## config.mk

```make
export PLATFORM = sky130hd
export DESIGN_NAME = pao_port_a
export DESIGN_NICKNAME = d
export VERILOG_FILES = /design/src/logic/pao_pkg.sv /design/src/logic/pao_port_a.sv
export VERILOG_INCLUDE_DIRS = /design/src /design/src/logic
export SDC_FILE = /design/constraint.sdc
export NUM_CORES = 1
export LEC_CHECK = 0
export BUFFER_PORTS_ARGS = -buffer_cell sky130_fd_sc_hd__buf_4
export CELL_PAD_IN_SITES_DETAIL_PLACEMENT = 0
export CELL_PAD_IN_SITES_GLOBAL_PLACEMENT = 1
export CORE_MARGIN = 5
export CORE_UTILIZATION = 36
export DETAILED_ROUTE_END_ITERATION = 8
export PLACE_DENSITY_LB_ADDON = 0.1
export SKIP_CTS_REPAIR_TIMING = 1
export SYNTH_ARGS = -nofsm -noshare
export SYNTH_HDL_FRONTEND = slang
export SYNTH_SLANG_ARGS = --single-unit
```

## constraint.sdc

```tcl
create_clock -name aclk -period 2.65 [get_ports aclk]
set_clock_uncertainty 0.05 [all_clocks]
set_input_delay 0.53 -clock aclk [delete_from_list [all_inputs] [get_ports aclk]]
set_output_delay 0.53 -clock aclk [all_outputs]
set_load 0.05 [all_outputs]
```

## src/logic/pao_cfg.svh

```systemverilog
`ifndef PAO_CFG_SVH
`define PAO_CFG_SVH
// Register indices; the byte address is four times the index.
`define PAO_IDX_PIN 8'h19
`define PAO_IDX_DIR 8'h1a
`define PAO_IDX_LATCH 8'h1b
`define PAO_IDX_CORE 8'h35
`define PAO_DIR_RST 8'h00
`define PAO_LATCH_RST 8'h00
`define PAO_CORE_RST 8'h00
// Writable bits of the core control register (bits 6 to 3).
`define PAO_CORE_MASK 8'h78
`define PAO_PUD_BIT 6
`define PAO_REF_PIN 3
`define PAO_RESP_OK 2'b00
`define PAO_RESP_ERR 2'b10
`endif

```

## src/logic/pao_pkg.sv

```systemverilog
`default_nettype none
package pao_pkg;
  // Per-pin override pairs (toggle has an enable only), one bit per pin in each field.
  typedef struct packed {
    logic [7:0] pull_en;
    logic [7:0] pull_val;
    logic [7:0] dir_en;
    logic [7:0] dir_val;
    logic [7:0] val_en;
    logic [7:0] val_val;
    logic [7:0] tog_en;
    logic [7:0] ie_en;
    logic [7:0] ie_val;
  } pao_ovr_t;
  // Control lines from the serial interface.
  typedef struct packed {
    logic two_wire;
    logic three_wire;
    logic pos_sel;
    logic clock_hold;
    logic toggle_req;
    logic data_out;
    logic sda_low;
    logic start_irq_en;
  } pao_serial_t;
endpackage
`default_nettype wire

```

## src/logic/pao_port_a.sv

```systemverilog
// Overview of operation
// - Three-wire mode drives pin 1 from serial output.
// - Pin 1 input keeps pull-up from latch bit.
// - Global pull-up off bit kills every pull-up.
// - Pins 7-4 input enable overridden by pin-change/analog.
// - Analog reference use disables pin 3 pull/driver.
// - Two-wire pin 2 direction override from hold/latch.
// - Two-wire output value forced zero, pins 0, 2.
// - Two-wire pin 0 direction override from data/latch.
// - Pin 2 input enable override conditions.
// - Pin 0 input enable override conditions.
// - Pin 4 input feeds capture logic.
// - Pin 2 input feeds external interrupt one.
// - Pin n feeds pin-change source n.
// - Direction register read/write, resets to zero.
// - Pin register returns sampled pin levels.
`include "pao_cfg.svh"
`default_nettype none
module pao_port_a
  import pao_pkg::*;
#(
  parameter int AW = 10
)
(
  input wire logic aclk,
  input wire logic aresetn,
  input wire logic [AW-1:0] awaddr,
  input wire logic awvalid,
  output logic awready,
  input wire logic [31:0] wdata,
  input wire logic [3:0] wstrb,
  input wire logic wvalid,
  output logic wready,
  output logic [1:0] bresp,
  output logic bvalid,
  input wire logic bready,
  input wire logic [AW-1:0] araddr,
  input wire logic arvalid,
  output logic arready,
  output logic [31:0] rdata,
  output logic [1:0] rresp,
  output logic rvalid,
  input wire logic rready,
  input wire logic [7:0] pad_in,
  output logic [7:0] pad_out,
  output logic [7:0] pad_oe,
  output logic [7:0] pad_pullup,
  input wire pao_serial_t serial_ctrl,
  input wire logic [7:0] pin_change_mask,
  input wire logic pin_change_irq_en,
  input wire logic ext_irq_one_en,
  input wire logic [7:0] analog_digital_off,
  input wire logic analog_ref_active,
  output logic [7:0] pin_change_src,
  output logic capture_input,
  output logic ext_irq_one,
  output logic serial_data_in,
  output logic serial_clock_pin
);

  localparam int IW = AW - 2;

  ////////////////////////////////////////////////////////////////////////////
  logic aw_hold_r, aw_hold_nxt, w_hold_r, w_hold_nxt;
  logic [IW-1:0] waddr_r, waddr_nxt;
  logic [7:0] wdata_r, wdata_nxt;
  logic wlane_r, wlane_nxt;
  logic bvalid_r, bvalid_nxt;
  logic [1:0] bresp_r, bresp_nxt;
  logic rvalid_r, rvalid_nxt;
  logic [1:0] rresp_r, rresp_nxt;
  logic [7:0] rdata_r, rdata_nxt;
  logic [7:0] dir_r, dir_nxt, latch_r, latch_nxt, core_r, core_nxt;
  logic [IW-1:0] wr_idx, rd_idx;
  logic [7:0] wr_dat;
  logic wr_lane, do_write, wr_hit, rd_hit;
  logic [7:0] s1_r, s2_r, s3_r, stable_r, stable_nxt, agree;
  logic [7:0] dir_c, out_c, pull_c, in_off_c, pin_level, ref_mask;
  logic [7:0] pad_out_r, pad_oe_r, pad_pull_r, pc_src_r;
  logic cap_r, ext_r, sdi_r, sck_r;
  pao_ovr_t ovr;

  assign awready = !aw_hold_r && !bvalid_r;
  assign wready = !w_hold_r && !bvalid_r;
  assign arready = !rvalid_r;
  assign bvalid = bvalid_r;
  assign bresp = bresp_r;
  assign rvalid = rvalid_r;
  assign rresp = rresp_r;
  assign rdata = {24'h000000, rdata_r};

  // Address and data may arrive in either order; each is parked until its mate comes.
  assign wr_idx = aw_hold_r ? waddr_r : awaddr[AW-1:2];
  assign wr_dat = w_hold_r ? wdata_r : wdata[7:0];
  assign wr_lane = w_hold_r ? wlane_r : wstrb[0];
  assign do_write = (aw_hold_r || (awvalid && awready)) && (w_hold_r || (wvalid && wready));
  assign wr_hit = (wr_idx == IW'(`PAO_IDX_PIN)) || (wr_idx == IW'(`PAO_IDX_DIR)) ||
                  (wr_idx == IW'(`PAO_IDX_LATCH)) || (wr_idx == IW'(`PAO_IDX_CORE));
  assign rd_idx = araddr[AW-1:2];
  assign rd_hit = (rd_idx == IW'(`PAO_IDX_PIN)) || (rd_idx == IW'(`PAO_IDX_DIR)) ||
                  (rd_idx == IW'(`PAO_IDX_LATCH)) || (rd_idx == IW'(`PAO_IDX_CORE));

  always_comb
  begin
    aw_hold_nxt = aw_hold_r;
    waddr_nxt = waddr_r;
    w_hold_nxt = w_hold_r;
    wdata_nxt = wdata_r;
    wlane_nxt = wlane_r;
    bvalid_nxt = bvalid_r;
    bresp_nxt = bresp_r;
    if (awvalid && awready)
    begin
      aw_hold_nxt = 1'b1;
      waddr_nxt = awaddr[AW-1:2];
    end
    if (wvalid && wready)
    begin
      w_hold_nxt = 1'b1;
      wdata_nxt = wdata[7:0];
      wlane_nxt = wstrb[0];
    end
    if (do_write)
    begin
      aw_hold_nxt = 1'b0;
      w_hold_nxt = 1'b0;
      bvalid_nxt = 1'b1;
      bresp_nxt = wr_hit ? `PAO_RESP_OK : `PAO_RESP_ERR;
    end
    if (bvalid_r && bready)
      bvalid_nxt = 1'b0;
  end

  always_comb
  begin
    rvalid_nxt = rvalid_r;
    rresp_nxt = rresp_r;
    rdata_nxt = rdata_r;
    if (rvalid_r && rready)
      rvalid_nxt = 1'b0;
    if (arvalid && arready)
    begin
      rvalid_nxt = 1'b1;
      rresp_nxt = rd_hit ? `PAO_RESP_OK : `PAO_RESP_ERR;
      case (rd_idx)
        IW'(`PAO_IDX_PIN): rdata_nxt = pin_level;
        IW'(`PAO_IDX_DIR): rdata_nxt = dir_r;
        IW'(`PAO_IDX_LATCH): rdata_nxt = latch_r;
        IW'(`PAO_IDX_CORE): rdata_nxt = core_r;
        default: rdata_nxt = 8'h00;
      endcase
    end
  end

  ////////////////////////////////////////////////////////////////////////////
  // Writing ones to the pin register flips the matching latch bits.
  always_comb
  begin
    dir_nxt = dir_r;
    latch_nxt = latch_r;
    core_nxt = core_r;
    if (do_write && wr_lane)
    begin
      case (wr_idx)
        IW'(`PAO_IDX_PIN): latch_nxt = latch_r ^ wr_dat;
        IW'(`PAO_IDX_DIR): dir_nxt = wr_dat;
        IW'(`PAO_IDX_LATCH): latch_nxt = wr_dat;
        IW'(`PAO_IDX_CORE): core_nxt = wr_dat & `PAO_CORE_MASK;
        default: dir_nxt = dir_r;
      endcase
    end
    latch_nxt = latch_nxt ^ ovr.tog_en;
  end

  ////////////////////////////////////////////////////////////////////////////
  always_comb
  begin
    ovr = '0;
    // Pins 7 to 3 keep pull, direction, value and toggle under register control.
    for (int i = 4; i < 8; i++)
    begin
      ovr.ie_en[i] = (pin_change_mask[i] & pin_change_irq_en) | analog_digital_off[i];
      ovr.ie_val[i] = analog_digital_off[i];
    end
    ovr.ie_en[3] = pin_change_mask[3] & pin_change_irq_en;
    ovr.dir_en[2] = serial_ctrl.two_wire & serial_ctrl.pos_sel;
    ovr.dir_val[2] = (serial_ctrl.clock_hold | latch_r[2]) & dir_r[2] & serial_ctrl.pos_sel;
    ovr.val_en[2] = serial_ctrl.two_wire & dir_r[2];
    ovr.tog_en[2] = serial_ctrl.toggle_req & serial_ctrl.pos_sel;
    ovr.ie_en[2] = (pin_change_mask[2] & pin_change_irq_en) | ext_irq_one_en |
                   analog_digital_off[2] | (serial_ctrl.start_irq_en & serial_ctrl.pos_sel);
    ovr.ie_val[2] = analog_digital_off[2];
    // Direction of pin 1 stays with the register, so the latch still sets its pull-up.
    ovr.val_en[1] = serial_ctrl.three_wire & serial_ctrl.pos_sel;
    ovr.val_val[1] = serial_ctrl.data_out & serial_ctrl.pos_sel;
    ovr.ie_en[1] = (pin_change_mask[1] & pin_change_irq_en) | analog_digital_off[1];
    ovr.ie_val[1] = analog_digital_off[1];
    ovr.dir_en[0] = serial_ctrl.two_wire & serial_ctrl.pos_sel;
    ovr.dir_val[0] = (serial_ctrl.sda_low | latch_r[0]) & dir_r[0] & serial_ctrl.pos_sel;
    ovr.val_en[0] = serial_ctrl.two_wire & dir_r[0] & serial_ctrl.pos_sel;
    ovr.ie_en[0] = (pin_change_mask[0] & pin_change_irq_en) | analog_digital_off[0] |
                   (serial_ctrl.start_irq_en & serial_ctrl.pos_sel);
    ovr.ie_val[0] = analog_digital_off[0];
  end

  // Pin 0 gets no serial-input override: reception relies on software keeping it an input.
  for (genvar i = 0; i < 8; i++)
  begin : g_pin
    assign dir_c[i] = ovr.dir_en[i] ? ovr.dir_val[i] : dir_r[i];
    assign out_c[i] = ovr.val_en[i] ? ovr.val_val[i] : latch_r[i];
    assign pull_c[i] = !core_r[`PAO_PUD_BIT] &&
                       (ovr.pull_en[i] ? ovr.pull_val[i] : (latch_r[i] && !dir_r[i]));
    assign in_off_c[i] = ovr.ie_en[i] & ovr.ie_val[i];
  end

  assign ref_mask = 8'h01 << `PAO_REF_PIN;

  ////////////////////////////////////////////////////////////////////////////
  // Three stages guard against metastability; a level is taken once stages two and three agree.
  assign agree = ~(s2_r ^ s3_r);
  assign stable_nxt = (agree & s3_r) | (~agree & stable_r);
  assign pin_level = stable_r & ~in_off_c;

  always_ff @(posedge aclk)
  begin
    if (!aresetn)
    begin
      aw_hold_r <= 1'b0;
      waddr_r <= '0;
      w_hold_r <= 1'b0;
      wdata_r <= 8'h00;
      wlane_r <= 1'b0;
      bvalid_r <= 1'b0;
      bresp_r <= `PAO_RESP_OK;
      rvalid_r <= 1'b0;
      rresp_r <= `PAO_RESP_OK;
      rdata_r <= 8'h00;
      dir_r <= `PAO_DIR_RST;
      latch_r <= `PAO_LATCH_RST;
      core_r <= `PAO_CORE_RST;
      s1_r <= 8'h00;
      s2_r <= 8'h00;
      s3_r <= 8'h00;
      stable_r <= 8'h00;
      pad_out_r <= 8'h00;
      pad_oe_r <= 8'h00;
      pad_pull_r <= 8'h00;
      pc_src_r <= 8'h00;
      cap_r <= 1'b0;
      ext_r <= 1'b0;
      sdi_r <= 1'b0;
      sck_r <= 1'b0;
    end
    else
    begin
      aw_hold_r <= aw_hold_nxt;
      waddr_r <= waddr_nxt;
      w_hold_r <= w_hold_nxt;
      wdata_r <= wdata_nxt;
      wlane_r <= wlane_nxt;
      bvalid_r <= bvalid_nxt;
      bresp_r <= bresp_nxt;
      rvalid_r <= rvalid_nxt;
      rresp_r <= rresp_nxt;
      rdata_r <= rdata_nxt;
      dir_r <= dir_nxt;
      latch_r <= latch_nxt;
      core_r <= core_nxt;
      s1_r <= pad_in;
      s2_r <= s1_r;
      s3_r <= s2_r;
      stable_r <= stable_nxt;
      pad_out_r <= out_c;
      pad_oe_r <= dir_c & ~(ref_mask & {8{analog_ref_active}});
      pad_pull_r <= pull_c & ~(ref_mask & {8{analog_ref_active}});
      pc_src_r <= pin_level;
      cap_r <= pin_level[4];
      ext_r <= pin_level[2];
      sdi_r <= pin_level[0];
      sck_r <= pin_level[2];
    end
  end

  assign pad_out = pad_out_r;
  assign pad_oe = pad_oe_r;
  assign pad_pullup = pad_pull_r;
  assign pin_change_src = pc_src_r;
  assign capture_input = cap_r;
  assign ext_irq_one = ext_r;
  assign serial_data_in = sdi_r;
  assign serial_clock_pin = sck_r;
endmodule // pao_port_a
`default_nettype wire

```

==> flow_summary.yaml <==
finish:
  final_common_cell: "buf_4"
  seqCellArea_sq_um: 2300
  final_cell_area_sq_um: 6070
  most-common-layout-cells: "buf_4, dfxtp_1, nor2_1"
  final_nets: 692
  syn_to_final_growth_pct: 32.4
  multi_input_area_sq_um: 2010
  fillers: 1219
  drive_gt1_share_pct: 25.7
  n_antenna_cell: 0
global_routing:
  grt_pass1_wl_mm: 18.4
  antenna_found_initial: 0
  grtUsageTotal_pct: 16.1
  overflow: 0
  grt_pass1_vias: 3514
  grt_max_degree: 52
clocking:
  cts_buffers: 17
  clkTransAtPathRegs_ns: 0.05
  cts.sinks: 115
  clock_path_buffers: 2
  htree_levels: 4
  clk_latency_ns: 0.41
  root_buffer: "clkbuf_16"
  cts_tree: "done"
drt:
  totalWireLength_mm: 11.8
  dr.pass1.iters: 4
  drtIter0Drc: 181
  drcViolationCount: 0
  wl_per_cell_um: 15.2
  via_per_inst: 4.83
  num_vias: 3757
  postRouteAntennaNets: 0
setup_path:
  cp-startpoint: "aw_hold_r"
  cp.arrival_ns: 2.66
  slowest_delay_ns: 0.59
  cp_max_fo: 9
  rr_startpoint: "aw_hold_r"
  worstPathRequired_ns: 2.93
  cpMaxStageDelayCell: "or4b_1"
  critical_path_class: "reg -> reg"
  path_cells: "or4b_1 -> a22o_1 -> or3_1 -> or3_1 -> a21oi_1"
  end_kind: "register"
  crit_top_cell: "or3_1"
  crit_family: "simple AND/OR/NAND/NOR gates"
  critPathLaunchType: "register"
  critPathBufInv: 0
logic_synthesis:
  yosys-top-cells-area: "dfxtp_1, mux2i_1, and2_1"
  synth-seq-cells: 115
  yosys_warnings: 0
  synth_top_family_by_area: "simple AND/OR/NAND/NOR gates"
  synth_compound_area_share_pct: 13.3
  synth_cells: 486
  ys_seq_area_share_pct: 50.2
  synth_xor_area_share_pct: 0
  synth_fa_ha_area_share_pct: 0
  syn_avg_cell_area_sq_um: 9.44
  syn_area_sq_um: 4590
  synth_top_area_share_pct: 50.2
  yosys.area.top_type: "dfxtp_1"
  yosys.area_share.simple_pct: 20.9
  synth.distinct_cells: 47
  synth.area.mux_share_pct: 7.56
timing:
  worstMarginPinSlew_ns: 0.475
  setup_viol: 0
  fmax_mhz: 420
  drv_slew: 0
  fin_crit_ns: 2.38
  timing.setup.tns_ns: 0
  fin_crit_sh_pct: 89.9
  worst_slew_margin_rel_pct: 67.4
  setup_slack_ns: 0.267
  finalHoldViolCount: 0
  rsz0062_at_grt: "false"
die:
  initial_core_util_pct: 36.5
  core_sq_um: 12600
  fp.dieW_um: 123
  die_h_um: 123
  io_pins: 175
  rows: 41
  die_area_sq_um: 15100
power:
  p_leak_nw: 2.52
  peakVddDrop_v: 0.000464
  power_density_nw_per_um2: 748
hold_path:
  hold_class: "in -> reg"
  min_from: "analog_ref_active"
placed_design:
  dp_hpwl_mm: 8.78
  place_area_sq_um: 5480
  io_buffers: 105
  place_ws_ns: 0.0428
  gp_congestion: 0.785
flow_run:
  max_cap_violations: 0
run_status:
  status: "complete, no violations"
## power by group
part,switching [mW],internal [mW],leakage (nW)
clock network,0.758,1.52,0.290
logic,0.293,0.160,1.29
registers,0.0322,1.78,0.935
total,1.08,3.46,2.52
## worst reg2reg max path, delay by kind of cell (launching register included)
| kind | cells | cell delay (ns) |
|---|---|---|
| simple gates | 3 | 1.46 |
| compound gates | 2 | 0.42 |
| flops | 1 | 0.39 |
## cell families (layout without fill, tap and decap cells)
kind of cell	Yosys count	count (layout)
compound gates	93	93
buf+inv	67	162
other cells	1	26
mux	34	34
flops	115	115
simple gates	176	176
## metrics by stage
stage	utilization (%)	hold WS, ns	total power [mW]	instances
after floorplan	-	0.362	2.18	511
after global placement	43.6	0.364	2.30	747
after detailed placement	43.6	0.370	2.30	747
after CTS	48.3	0.239	4.59	778
after global routing	48.3	0.235	4.72	778
final	48.3	0.251	4.54	778
## worst paths after layout
kind                        end  slack (ns)  depth (start not counted)
hold reg to reg         s2_r[3]        0.38                          1
hold / removal    pad_pullup[3]        0.25                          2
setup / recovery     latch_r[7]        0.27                          5
setup reg to reg     latch_r[7]        0.27                          5
## Yosys cell counts, drive strengths merged
| cell | n |
|---|---|
| nor4b | 2 |
| inv | 12 |
| conb | 1 |
| or3 | 4 |
| or4b | 2 |
| nor3b | 8 |
| a22oi | 5 |
| a2bb2o | 1 |
| nand2b | 4 |
| nor3 | 12 |
| and3 | 5 |
| a221oi | 2 |
| nand2 | 27 |
| nor2b | 6 |
| a32o | 3 |
| a21o | 3 |
| o41a | 1 |
| mux2i | 29 |
| clkbuf | 18 |
| a31oi | 2 |
| a211oi | 8 |
| nor2 | 47 |
| a21boi | 2 |
| a2bb2oi | 3 |
| mux2 | 5 |
| o311a | 2 |
| a32oi | 4 |
| o21ai | 26 |
| nand4bb | 3 |
| a222oi | 1 |
| nor4bb | 1 |
| and2 | 37 |
| a21oi | 24 |
| o311ai | 1 |
| a22o | 3 |
| o21a | 2 |
| buf | 37 |
| nand3b | 3 |
| or3b | 3 |
| nand3 | 9 |
| nor4 | 3 |
| dfxtp | 115 |
## area by class of cell
class / count / area share, %
clock buffer: 22 / 7.64
inverter: 12 / 0.742
tap: 172 / 3.54
timing repair buffer: 119 / 14.9
clock inverter: 9 / 2.14
multi-input combinational: 329 / 33.1
sequential: 115 / 37.9
## routing by layer
layer,track usage (%),wire (um),vias up
li1,-,-,1859
met1,21.7,5500,1763
met2,23.8,5370,123
met3,5.02,789,12
met4,6.58,131,0
met5,0,0,-
No activity file was read; power rests on OpenSTA's default activity.
